<file path="src/core/rxbe_pkg.sv">
// Constants, register map and field layout of the receive path back end
package rxbe_pkg;
  localparam logic [7:0] ADDR_TAP = 8'h05;
  localparam logic [7:0] ADDR_JA_CFG = 8'h27;
  localparam logic [7:0] ADDR_CFG0 = 8'h28;
  localparam logic [7:0] ADDR_CFG1 = 8'h29;
  localparam logic [7:0] ADDR_CFG2 = 8'h2a;
  localparam logic [7:0] ADDR_IRQ_EN = 8'h34;
  localparam logic [7:0] ADDR_LINE_STAT = 8'h37;
  localparam logic [7:0] ADDR_GAP = 8'h39;
  localparam logic [7:0] ADDR_EVENTS = 8'h3b;
  // rx_ja_config fields
  localparam int JA_EN_BIT = 0;
  localparam int JA_DP_LSB = 1;
  localparam int JA_BW_BIT = 3;
  localparam int JA_GUARD_BIT = 4;
  localparam int JA_PEAK_BIT = 5;
  // rx_config_0 fields
  localparam int CFG0_MD_LSB = 0;
  localparam int CFG0_EDGE_BIT = 2;
  localparam int CFG0_INV_BIT = 3;
  localparam int CFG0_OFF_BIT = 4;
  localparam int CFG0_E1_BIT = 5;
  localparam int CFG0_RLB_BIT = 6;
  // rx_config_1 / rx_config_2 fields
  localparam int CFG1_EQ_BIT = 0;
  localparam int CFG2_SLICE_LSB = 0;
  localparam int CFG2_WIN_LSB = 2;
  localparam int CFG2_GAIN_LSB = 4;
  localparam int SLIP_BIT = 0;
  localparam logic [7:0] CFG2_RESET = 8'h08;
  localparam logic [7:0] JA_CFG_RESET = 8'h02;
  localparam logic [1:0] MD_BYPASS = 2'h3;
  // Coding modes in rx_coding_mode
  localparam logic [1:0] MD_SR_SUB = 2'h0;
  localparam logic [1:0] MD_SR_AMI = 2'h1;
  localparam logic [1:0] MD_DR = 2'h2;
  // Tap field: 0 off, 1..7 receive of channel n+1, 9..15 transmit of channel n-7
  localparam logic [3:0] TAP_OFF = 4'h0;
  localparam int TAP_TX_BIT = 3;
  localparam logic [6:0] GAP_W = 7'h7f;
  localparam int EQ_STEPS = 32;
endpackage

</file>
<file path="src/core/rxbe_top.sv">
// Receive path back end: slicer, recovery, decoder, jitter attenuator, registers
`timescale 1ns/1ps
`default_nettype none
module rxbe_top #(
  parameter int CHANNELS = 8,
  parameter int OVERSAMPLE_DIV = 13
) (
  input wire logic clk,
  input wire logic rst_n,
  input wire logic [7:0] reg_addr,
  input wire logic [7:0] reg_wdata,
  input wire logic reg_wr,
  input wire logic reg_rd,
  output logic [7:0] reg_rdata,
  input wire logic [6:0] slice_pos,
  input wire logic [6:0] slice_neg,
  input wire logic [6:0] line_peak,
  input wire logic line_clk_in,
  input wire logic [CHANNELS-1:0] tap_rx_pos,
  input wire logic [CHANNELS-1:0] tap_rx_neg,
  input wire logic [CHANNELS-1:0] tap_tx_pos,
  input wire logic [CHANNELS-1:0] tap_tx_neg,
  input wire logic signal_loss_in,
  output logic rx_recovered_clock,
  output logic rx_data_pos,
  output logic rx_data_neg,
  output logic signal_loss_out,
  output logic line_tx_pos,
  output logic line_tx_neg,
  output logic [1:0] boost_gain_select,
  output logic [1:0] decision_threshold_select,
  output logic [4:0] eq_setting,
  output logic irq_n
);
  import rxbe_pkg::*;
  localparam int FW = 7;

  logic [7:0] tap_r, ja_cfg_r, cfg0_r, cfg1_r, cfg2_r, irq_en_r;
  logic slip_r;
  logic [4:0] cable_loss_level_r;
  logic [6:0] pointer_gap_value_r;

  wire logic [1:0] rx_coding_mode = cfg0_r[CFG0_MD_LSB +: 2];
  wire logic rx_ja_enable = ja_cfg_r[JA_EN_BIT];
  wire logic [1:0] rx_ja_depth = ja_cfg_r[JA_DP_LSB +: 2];
  wire logic rx_ja_corner = ja_cfg_r[JA_BW_BIT];
  wire logic rx_ja_guard_enable = ja_cfg_r[JA_GUARD_BIT];
  wire logic peak_hold_select = ja_cfg_r[JA_PEAK_BIT];
  wire logic rx_data_polarity = cfg0_r[CFG0_INV_BIT];
  wire logic power_down = cfg0_r[CFG0_OFF_BIT];
  wire logic e1_mode = cfg0_r[CFG0_E1_BIT];
  wire logic equalizer_enable = cfg1_r[CFG1_EQ_BIT];
  wire logic [3:0] tap_source_select = tap_r[3:0];
  logic slip_set;

  // Register writes
  always_ff @(posedge clk or negedge rst_n) begin
    if (!rst_n) begin
      tap_r <= 8'h00;
      ja_cfg_r <= JA_CFG_RESET;
      cfg0_r <= 8'h00;
      cfg1_r <= 8'h00;
      cfg2_r <= CFG2_RESET;
      irq_en_r <= 8'h00;
    end else if (reg_wr) begin
      if (reg_addr == ADDR_TAP) begin
        tap_r <= reg_wdata;
      end else if (reg_addr == ADDR_JA_CFG) begin
        ja_cfg_r <= reg_wdata;
      end else if (reg_addr == ADDR_CFG0) begin
        cfg0_r <= reg_wdata;
      end else if (reg_addr == ADDR_CFG1) begin
        cfg1_r <= reg_wdata;
      end else if (reg_addr == ADDR_CFG2) begin
        cfg2_r <= reg_wdata;
      end else if (reg_addr == ADDR_IRQ_EN) begin
        irq_en_r <= reg_wdata;
      end
    end
  end

  // sticky slip, set wins over write-one clear
  always_ff @(posedge clk or negedge rst_n) begin
    if (!rst_n) begin
      slip_r <= 1'b0;
    end else if (slip_set) begin
      slip_r <= 1'b1;
    end else if (reg_wr && reg_addr == ADDR_EVENTS && reg_wdata[SLIP_BIT]) begin
      slip_r <= 1'b0;
    end
  end

  always_ff @(posedge clk or negedge rst_n) begin
    if (!rst_n) begin
      irq_n <= 1'b1;
    end else begin
      irq_n <= ~(slip_r & irq_en_r[SLIP_BIT]);
    end
  end

  // Register reads, data one cycle later
  always_ff @(posedge clk or negedge rst_n) begin
    if (!rst_n) begin
      reg_rdata <= 8'h00;
    end else if (reg_rd) begin
      if (reg_addr == ADDR_TAP) begin
        reg_rdata <= tap_r;
      end else if (reg_addr == ADDR_JA_CFG) begin
        reg_rdata <= ja_cfg_r;
      end else if (reg_addr == ADDR_CFG0) begin
        reg_rdata <= cfg0_r;
      end else if (reg_addr == ADDR_CFG1) begin
        reg_rdata <= cfg1_r;
      end else if (reg_addr == ADDR_CFG2) begin
        reg_rdata <= cfg2_r;
      end else if (reg_addr == ADDR_IRQ_EN) begin
        reg_rdata <= irq_en_r;
      end else if (reg_addr == ADDR_LINE_STAT) begin
        reg_rdata <= {3'h0, cable_loss_level_r};
      end else if (reg_addr == ADDR_GAP) begin
        reg_rdata <= {1'b0, pointer_gap_value_r};
      end else if (reg_addr == ADDR_EVENTS) begin
        reg_rdata <= {7'h00, slip_r};
      end else begin
        reg_rdata <= 8'h00;
      end
    end
  end

  // boost gain; slicer threshold go to the analog front end
  always_ff @(posedge clk or negedge rst_n) begin
    if (!rst_n) begin
      boost_gain_select <= 2'h0;
      decision_threshold_select <= 2'h0;
    end else begin
      boost_gain_select <= cfg2_r[CFG2_GAIN_LSB +: 2];
      decision_threshold_select <= cfg2_r[CFG2_SLICE_LSB +: 2];
    end
  end

  // Synchronise pins and the line clock (sample inputs)
  logic [1:0] s1_r, s2_r;
  logic s3_r;
  logic [6:0] pos_m_r, neg_m_r, pk_m_r, pk_s_r;
  logic [CHANNELS-1:0] trp_m_r, trn_m_r, ttp_m_r, ttn_m_r;
  logic [CHANNELS-1:0] trp_r, trn_r, ttp_r, ttn_r;
  logic [6:0] pos_s_r, neg_s_r;
  always_ff @(posedge clk or negedge rst_n) begin
    if (!rst_n) begin
      s1_r <= 2'h0;
      s2_r <= 2'h0;
      s3_r <= 1'b0;
      pk_m_r <= 7'h00;
      pk_s_r <= 7'h00;
      pos_m_r <= 7'h00;
      neg_m_r <= 7'h00;
      pos_s_r <= 7'h00;
      neg_s_r <= 7'h00;
      trp_m_r <= '0;
      trn_m_r <= '0;
      ttp_m_r <= '0;
      ttn_m_r <= '0;
      trp_r <= '0;
      trn_r <= '0;
      ttp_r <= '0;
      ttn_r <= '0;
    end else begin
      s1_r <= {signal_loss_in, line_clk_in};
      s2_r <= s1_r;
      s3_r <= s2_r[0];
      pk_m_r <= line_peak;
      pk_s_r <= pk_m_r;
      pos_m_r <= slice_pos;
      neg_m_r <= slice_neg;
      pos_s_r <= pos_m_r;
      neg_s_r <= neg_m_r;
      trp_m_r <= tap_rx_pos;
      trn_m_r <= tap_rx_neg;
      ttp_m_r <= tap_tx_pos;
      ttn_m_r <= tap_tx_neg;
      trp_r <= trp_m_r;
      trn_r <= trn_m_r;
      ttp_r <= ttp_m_r;
      ttn_r <= ttn_m_r;
    end
  end
  wire logic sym_tick = s2_r[0] & ~s3_r;
  wire logic loss_s = s2_r[1];

  // Slicer: sample levels against threshold of peak
  function automatic logic above(input logic [6:0] lvl, input logic [6:0] pk,
                                 input logic [1:0] sel);
    logic [10:0] thr;
    thr = 11'(pk) * 11'(4 + sel);
    above = (11'(lvl) * 11'd10) > thr;
  endfunction

  // channel 1 may take another channel's line
  logic tap_on;
  logic [2:0] tap_ch;
  logic in_pos, in_neg;
  always_comb begin
    tap_on = tap_source_select != TAP_OFF;
    tap_ch = tap_source_select[2:0];
    in_pos = above(pos_s_r, pk_s_r, decision_threshold_select);
    in_neg = above(neg_s_r, pk_s_r, decision_threshold_select);
    if (tap_on && tap_source_select[TAP_TX_BIT]) begin
      in_pos = ttp_r[tap_ch];
      in_neg = ttn_r[tap_ch];
    end else if (tap_on) begin
      in_pos = trp_r[tap_ch];
      in_neg = trn_r[tap_ch];
    end
  end

  // window count, peak tracking, equalizer update
  logic [8:0] win_cnt_r;
  logic [6:0] win_peak_r;
  wire logic [8:0] win_len = 9'(32) << cfg2_r[CFG2_WIN_LSB +: 2];
  always_ff @(posedge clk or negedge rst_n) begin
    if (!rst_n) begin
      win_cnt_r <= 9'h000;
      win_peak_r <= 7'h00;
      cable_loss_level_r <= 5'h00;
      eq_setting <= 5'h00;
    end else if (!equalizer_enable) begin
      win_cnt_r <= 9'h000;
      win_peak_r <= 7'h00;
    end else if (sym_tick) begin
      if (win_cnt_r == win_len - 9'h001) begin
        win_cnt_r <= 9'h000;
        win_peak_r <= 7'h00;
        cable_loss_level_r <= 5'(EQ_STEPS - 1) - win_peak_r[6:2];
        eq_setting <= 5'(EQ_STEPS - 1) - win_peak_r[6:2];
      end else begin
        win_cnt_r <= win_cnt_r + 9'h001;
        if (pk_s_r > win_peak_r) begin
          win_peak_r <= pk_s_r;
        end
      end
    end
  end

  // symbol period learnt from the line clock, kept while it is absent
  logic [7:0] sym_cnt_r, sym_per_r;
  logic rec_tick, rec_pos, rec_neg;
  always_ff @(posedge clk or negedge rst_n) begin
    if (!rst_n) begin
      sym_cnt_r <= 8'h00;
      sym_per_r <= 8'(OVERSAMPLE_DIV);
      rec_tick <= 1'b0;
      rec_pos <= 1'b0;
      rec_neg <= 1'b0;
    end else begin
      rec_tick <= 1'b0;
      if (sym_cnt_r != 8'hff) begin
        sym_cnt_r <= sym_cnt_r + 8'h01;
      end
      if (sym_tick) begin
        sym_cnt_r <= 8'h00;
        rec_tick <= 1'b1;
        rec_pos <= in_pos;
        rec_neg <= in_neg;
        // A gap longer than the counter is an outage, not a period
        if (sym_cnt_r != 8'hff) begin
          sym_per_r <= sym_cnt_r + 8'h01;
        end
      end
    end
  end

  // AMI/B8ZS/HDB3 decoder with code error flag
  logic [3:0] hist_p_r, hist_n_r;
  logic last_pol_r;
  logic dec_data, dec_err;
  always_comb begin
    dec_data = rec_pos | rec_neg;
    dec_err = (rec_pos & rec_neg) |
              (rec_pos & last_pol_r) | (rec_neg & ~last_pol_r);
    if (rx_coding_mode == MD_SR_SUB && e1_mode && dec_err &&
        hist_p_r[2:0] == 3'h0 && hist_n_r[2:0] == 3'h0) begin
      dec_data = 1'b0;
      dec_err = 1'b0;
    end else if (rx_coding_mode == MD_SR_SUB && !e1_mode && dec_err &&
                 (hist_p_r[3] | hist_n_r[3])) begin
      dec_data = 1'b0;
      dec_err = 1'b0;
    end
  end
  always_ff @(posedge clk or negedge rst_n) begin
    if (!rst_n) begin
      hist_p_r <= 4'h0;
      hist_n_r <= 4'h0;
      last_pol_r <= 1'b0;
    end else if (rec_tick) begin
      hist_p_r <= {hist_p_r[2:0], rec_pos};
      hist_n_r <= {hist_n_r[2:0], rec_neg};
      if (rec_pos ^ rec_neg) begin
        last_pol_r <= rec_pos;
      end
    end
  end

  logic [127:0] fifo_r;
  logic [FW-1:0] wp_r, rp_r;
  logic [1:0] depth_prev_r;
  logic en_prev_r;
  logic [15:0] dpll_cnt_r;
  logic [7:0] rd_per_r, rd_cnt_r;
  wire logic [7:0] depth = 8'(32) << rx_ja_depth;
  wire logic [FW-1:0] gap = (wp_r - rp_r) & FW'(depth - 8'h01);
  wire logic [FW-1:0] half = FW'(depth >> 1);
  wire logic [FW-1:0] guard = FW'(2) + FW'(rx_ja_depth);
  wire logic [15:0] dpll_len = rx_ja_corner ? (e1_mode ? 16'h1f00 : 16'h1500)
                                            : (e1_mode ? 16'h0400 : 16'h0540);
  wire logic rd_base = rd_cnt_r >= rd_per_r - 8'h01;
  logic rd_tick;
  always_comb begin
    rd_tick = rd_base;
    // guard band speeds or slows the read side
    if (rx_ja_guard_enable && gap >= FW'(depth) - guard) begin
      rd_tick = rd_base | rec_tick;
    end else if (rx_ja_guard_enable && gap <= guard) begin
      rd_tick = 1'b0;
    end
  end
  always_ff @(posedge clk or negedge rst_n) begin
    if (!rst_n) begin
      fifo_r <= '0;
      wp_r <= '0;
      rp_r <= '0;
      depth_prev_r <= 2'h0;
      en_prev_r <= 1'b0;
      slip_set <= 1'b0;
      dpll_cnt_r <= 16'h0000;
      rd_per_r <= 8'(OVERSAMPLE_DIV);
      rd_cnt_r <= 8'h00;
    end else begin
      depth_prev_r <= rx_ja_depth;
      en_prev_r <= rx_ja_enable;
      slip_set <= 1'b0;
      dpll_cnt_r <= (dpll_cnt_r == dpll_len) ? 16'h0000 : dpll_cnt_r + 16'h0001;
      // read side takes the learnt period at the corner rate
      if (!rx_ja_enable || dpll_cnt_r == dpll_len) begin
        rd_per_r <= sym_per_r;
      end
      rd_cnt_r <= rd_base ? 8'h00 : rd_cnt_r + 8'h01;
      if (rx_ja_enable && (!en_prev_r || depth_prev_r != rx_ja_depth)) begin
        wp_r <= half;
        rp_r <= '0;
      end else if (rx_ja_enable) begin
        if (rec_tick) begin
          fifo_r[wp_r] <= dec_data;
          wp_r <= (wp_r + FW'(1)) & FW'(depth - 8'h01);
        end
        if (rd_tick) begin
          rp_r <= (rp_r + FW'(1)) & FW'(depth - 8'h01);
        end
        if ((gap & FW'(depth - 8'h01)) == '0 && (rec_tick | rd_tick)) begin
          slip_set <= 1'b1;
          wp_r <= half;
          rp_r <= '0;
        end
      end
    end
  end

  always_ff @(posedge clk or negedge rst_n) begin
    if (!rst_n) begin
      pointer_gap_value_r <= 7'h00;
    end else if (!peak_hold_select) begin
      pointer_gap_value_r <= gap & GAP_W;
    end else if (gap > pointer_gap_value_r) begin
      pointer_gap_value_r <= gap;
    end
  end

  logic out_tick, clk_lvl_r;
  logic [7:0] half_cnt_r;
  always_comb begin
    out_tick = rx_ja_enable ? rd_tick : rec_tick;
  end
  always_ff @(posedge clk or negedge rst_n) begin
    if (!rst_n) begin
      rx_recovered_clock <= 1'b0;
      rx_data_pos <= 1'b0;
      rx_data_neg <= 1'b0;
      signal_loss_out <= 1'b0;
      clk_lvl_r <= 1'b0;
      half_cnt_r <= 8'h00;
      line_tx_pos <= 1'b0;
      line_tx_neg <= 1'b0;
    end else if (power_down) begin
      rx_recovered_clock <= 1'b0;
      rx_data_pos <= 1'b0;
      rx_data_neg <= 1'b0;
      signal_loss_out <= 1'b0;
    end else begin
      signal_loss_out <= loss_s;
      // loopback of tapped data to line
      line_tx_pos <= cfg0_r[CFG0_RLB_BIT] & tap_on & in_pos;
      line_tx_neg <= cfg0_r[CFG0_RLB_BIT] & tap_on & in_neg;
      if (rx_coding_mode == MD_BYPASS) begin
        // bypass, clock is XOR of rails
        rx_data_pos <= in_pos ^ rx_data_polarity;
        rx_data_neg <= in_neg ^ rx_data_polarity;
        rx_recovered_clock <= in_pos ^ in_neg;
      end else begin
        // Clock rises (falls with the edge bit set) with each output symbol and turns back half a period later
        if (out_tick) begin
          half_cnt_r <= 8'h00;
          clk_lvl_r <= 1'b1;
        end else begin
          half_cnt_r <= half_cnt_r + 8'h01;
          if (half_cnt_r == (sym_per_r >> 1)) begin
            clk_lvl_r <= 1'b0;
          end
        end
        rx_recovered_clock <= clk_lvl_r ^ cfg0_r[CFG0_EDGE_BIT];
        if (out_tick) begin
          if (rx_coding_mode == MD_DR) begin
            rx_data_pos <= rec_pos ^ rx_data_polarity;
            rx_data_neg <= rec_neg ^ rx_data_polarity;
          end else begin
            rx_data_pos <= (rx_ja_enable ? fifo_r[rp_r] : dec_data) ^ rx_data_polarity;
            rx_data_neg <= dec_err;
          end
        end
      end
    end
  end
endmodule
`default_nettype wire

</file>
<file path="config.mk">
export PLATFORM = sky130hd
export DESIGN_NAME = rxbe_top
export DESIGN_NICKNAME = d
export VERILOG_FILES = /design/src/core/rxbe_pkg.sv /design/src/core/rxbe_top.sv
export SDC_FILE = /design/constraint.sdc
export NUM_CORES = 1
export LEC_CHECK = 0
export BUFFER_PORTS_ARGS = -buffer_cell sky130_fd_sc_hd__buf_2
export CELL_PAD_IN_SITES_DETAIL_PLACEMENT = 1
export CELL_PAD_IN_SITES_GLOBAL_PLACEMENT = 2
export CORE_MARGIN = 5
export CORE_UTILIZATION = 41
export DETAILED_ROUTE_END_ITERATION = 16
export PLACE_DENSITY = 0.79
export SLEW_MARGIN = 20
export SYNTH_ARGS = -nofsm -noshare
export SYNTH_HDL_FRONTEND = slang
export SYNTH_SLANG_ARGS = --single-unit
</file>
<file path="constraint.sdc">
create_clock -name clk -period 5.4 [get_ports clk]
set_input_delay 1.08 -clock clk [delete_from_list [all_inputs] [get_ports clk]]
set_output_delay 1.08 -clock clk [all_outputs]
set_load 0.05 [all_outputs]
</file>
==> impl_metrics.toml <==
[route]
drt-total-wl_mm = 56.1
drc = 0
viasPerCell = 5.59
firstDrtPassIters = 7
wl_per_cell_microns = 20.8
vias = 15088
ant_nets = 0
drt_iter0_markers = 869

[floorplanning]
core_sq_um = 50000
initial_core_util_pct = 41.3
io_pins = 99
die_y_microns = 234
floorplan.rows = 82
die-area_sq_um = 54900
die_w_microns = 234

[cts]
clk_pin_slew_ps = 70
htree_levels = 2
cts-root-buf = "clkbuf_16"
postCtsSetupRepairBufs = 0
cts_sinks = 420
clockBufferDepth = 3
cts_made_buffers = 48
cts_tree = "done"
cts_resized = 0
postCtsHoldBufs = 0
clk_latency_ps = 590

[global_route]
grt_usage_pct = 20.8
antenna_found_initial = 1
overflow = 0
grt_first_pass_wirelength_mm = 90.9
grt_max_degree = 123
grt_pass1_vias = 16293

[setup_path]
slowest_delay_ps = 550
r2r-start = "decision_threshold_select[1]"
cp_slowest_cell = "fa_1"
startpoint_type = "flop"
timing.rr.end = "rx_data_pos"
critical_path_required_ps = 5860
critPathArrivalTime_ps = 5580
r2r_cells = 17
cp-startpoint = "decision_threshold_select[1]"
crit_type = "reg -> reg"
ff2ff_setup_slack_ps = 280
critPathMaxFanout = 8
crit_chain = "and2_1, ha_1, fa_1, fa_1, a21o_2, a21oi_1, xor2_1, ha_1, a21oi_1, o21a_1, o31ai_1, a21o_1, maj3_2, a221o_1, a31oi_4, a2111oi_1, a221o_1"
cp-endpoint = "rx_data_pos"
critPathCaptureType = "flop"

[power_and_ir_drop]
pwr-share-seq_pct = 40.7
finalPower_mw = 8.99
peakVddDrop_uv = 239
power_switching_mw = 2.85
power.density_nw_per_um2 = 383
p_leak_nw = 10.2
p_clk_share_pct = 37.4
pwr-share-comb_pct = 21.9
p_sw_share_pct = 31.7
internal-power_mw = 6.14

[final_layout]
stdcell_area_sq_um = 23500
finalNonFillerCells = 2700
biggestRegsByFlops = "fifo_r: 128 flops, dpll_cnt_r: 16 flops, win_cnt_r: 9 flops"
fillCellCount = 5427
final_nets = 2174
multi_input_area_sq_um = 9500
layout-drive-gt1-share_pct = 16.6
seq_area_sq_um = 10500
largest_reg_flops = 128
syn2layout_area_growth_pct = 13.7
antenna-diode-count = 0
largest-register = "fifo_r"

[timing]
worstMarginPinSlew_ps = 1130
min_period_over_period_pct = 94.8
setup_tns_ps = 0
slew_headroom_pct = 23.8
setup_slack_ps = 280
post-route-min-period_ps = 5120
drv_slew = 0
hold_viol_final = 0
setup_viol_count_final = 0
skew_ps = 19.8
rsz0062_at_grt = "false"
fmax_ghz = 0.195

[synth]
yosysMostFrequentCell = "dfrtp_1"
syn_avg_cell_area_sq_um = 10.8
synth_async_sr_flop_share_pct = 100
netlist_top_cells_count = "dfrtp_1 (411), nand2_1 (250), o21ai_0 (189)"
synth-seq-cells = 420
netlist.area_leader.share_pct = 49.9
ys.flop_type = "dfrtp_1"
synthCells = 1908
yosysSeqAreaShare_pct = 51.0
synthTopCellsByArea = "dfrtp_1 (50%), ha_1 (6.2%), o21ai_0 (4.6%)"
synth_top_cell_by_area = "dfrtp_1"
synth_area_sq_um = 20600
syn_nets = 2093
ys.warnings.count = 0
synth_cell_types = 83
synth_edf_count = 0

[placed_design]
gp_congestion = 0.851
dp_hpwl_mm = 38.4
dpl_cell_area_sq_um = 21800
port-buffer-count = 97
dp_slack_ps = 341
dp.cells = 2610

[worst_hold_path]
min_path_type = "reg -> reg"

[status]
status = "finished clean"

[flow_run]
drv_cap = 0
## kinds of logic (layout without fill, tap and decap cells)
group | count (synthesis) | count (layout) | synth area share [%]
flip-flops | 420 | 420 | 51.0
buffers and inverters | 157 | 277 | 3.17
multiplexers | 127 | 127 | 9.05
AND/OR/NAND/NOR | 577 | 577 | 13.0
AO/OA/AOI/OAI | 446 | 446 | 13.8
adder cells (fa/ha/maj) | 112 | 112 | 7.07
XOR/XNOR | 69 | 69 | 2.93
## cell usage in the layout, fill, tap and decap left out, types with 9 or more instances in the layout
cell type | netlist | final
nand2b_1 | 14 | 14
buf_4 | 4 | 17
mux4_2 | 40 | 40
dfrtp_1 | 411 | 410
a31oi_1 | 12 | 12
or3_1 | 10 | 10
and3_1 | 15 | 15
mux2_2 | 77 | 77
a211oi_1 | 11 | 11
nand4_1 | 15 | 15
nor2b_1 | 13 | 13
a21oi_1 | 53 | 53
a22o_1 | 9 | 9
inv_1 | 66 | 66
xor2_1 | 26 | 26
a21o_1 | 17 | 16
clkbuf_1 | 63 | 18
xnor2_1 | 43 | 43
o31ai_1 | 69 | 69
ha_1 | 102 | 102
nor2_1 | 96 | 95
o21a_1 | 13 | 13
nand3_1 | 57 | 57
nand2_1 | 250 | 250
clkbuf_16 | 1 | 49
o21ai_0 | 189 | 188
nor3_1 | 37 | 35
dfstp_2 | 9 | 9
mux2i_1 | 10 | 10
and2_1 | 22 | 22
nor4_1 | 14 | 14
buf_2 | 10 | 96
## power groups by stage
stage	logic, mW	clock network, mW	registers [mW]
floorplan	1.41	0	3.63
global placement	1.92	0	3.70
detailed placement	1.99	0	3.71
CTS	2.00	3.46	3.66
global route	2.22	3.58	3.69
finish	1.97	3.36	3.66
## final cells by class
type	count	share of cell area (%)
clock buffers	75	5.99
well taps	672	3.59
repair buffers	118	2.98
inverters	70	1.12
clock inverters	14	0.934
flip-flops and latches	420	44.9
multi-input cells	1331	40.5
## per-layer routing
layer | routed length (microns) | GRT usage [%]
met5 | 0 | 0
met4 | 1060 | 5.07
met3 | 2220 | 2.71
met2 | 26900 | 34.5
met1 | 26000 | 29.2
## critical path, delay by kind of cell (launching register included)
kind	cells	cell delay, ps
adders and majority gates	5	1970
and+or+nand+nor	1	200
DFF	1	460
xor gates and xnor gates	1	250
AOI/OAI and AO/OA	10	2120
## metrics by stage
step           utilization [%]  hold WS, ps
2_1_floorplan                -          331
4_1_cts                   46.9          347
5_1_grt                   46.9          352
6_report                  46.9          346
3_5_place_dp              43.7          336
3_3_place_gp              43.7          332
## worst min path at each step
stage          cells past startpoint       start         end  slack (ps)
2_1_floorplan                      0  neg_m_r[0]  neg_s_r[0]         330
3_3_place_gp                       0     s1_r[1]     s2_r[1]         330
3_5_place_dp                       0     s1_r[1]     s2_r[1]         340
4_1_cts                            0  trp_m_r[5]    trp_r[5]         350
5_1_grt                            0   pk_m_r[6]   pk_s_r[6]         350
6_report                           0  trp_m_r[4]    trp_r[4]         350
Note: power is estimated with default switching activity, not from simulation.
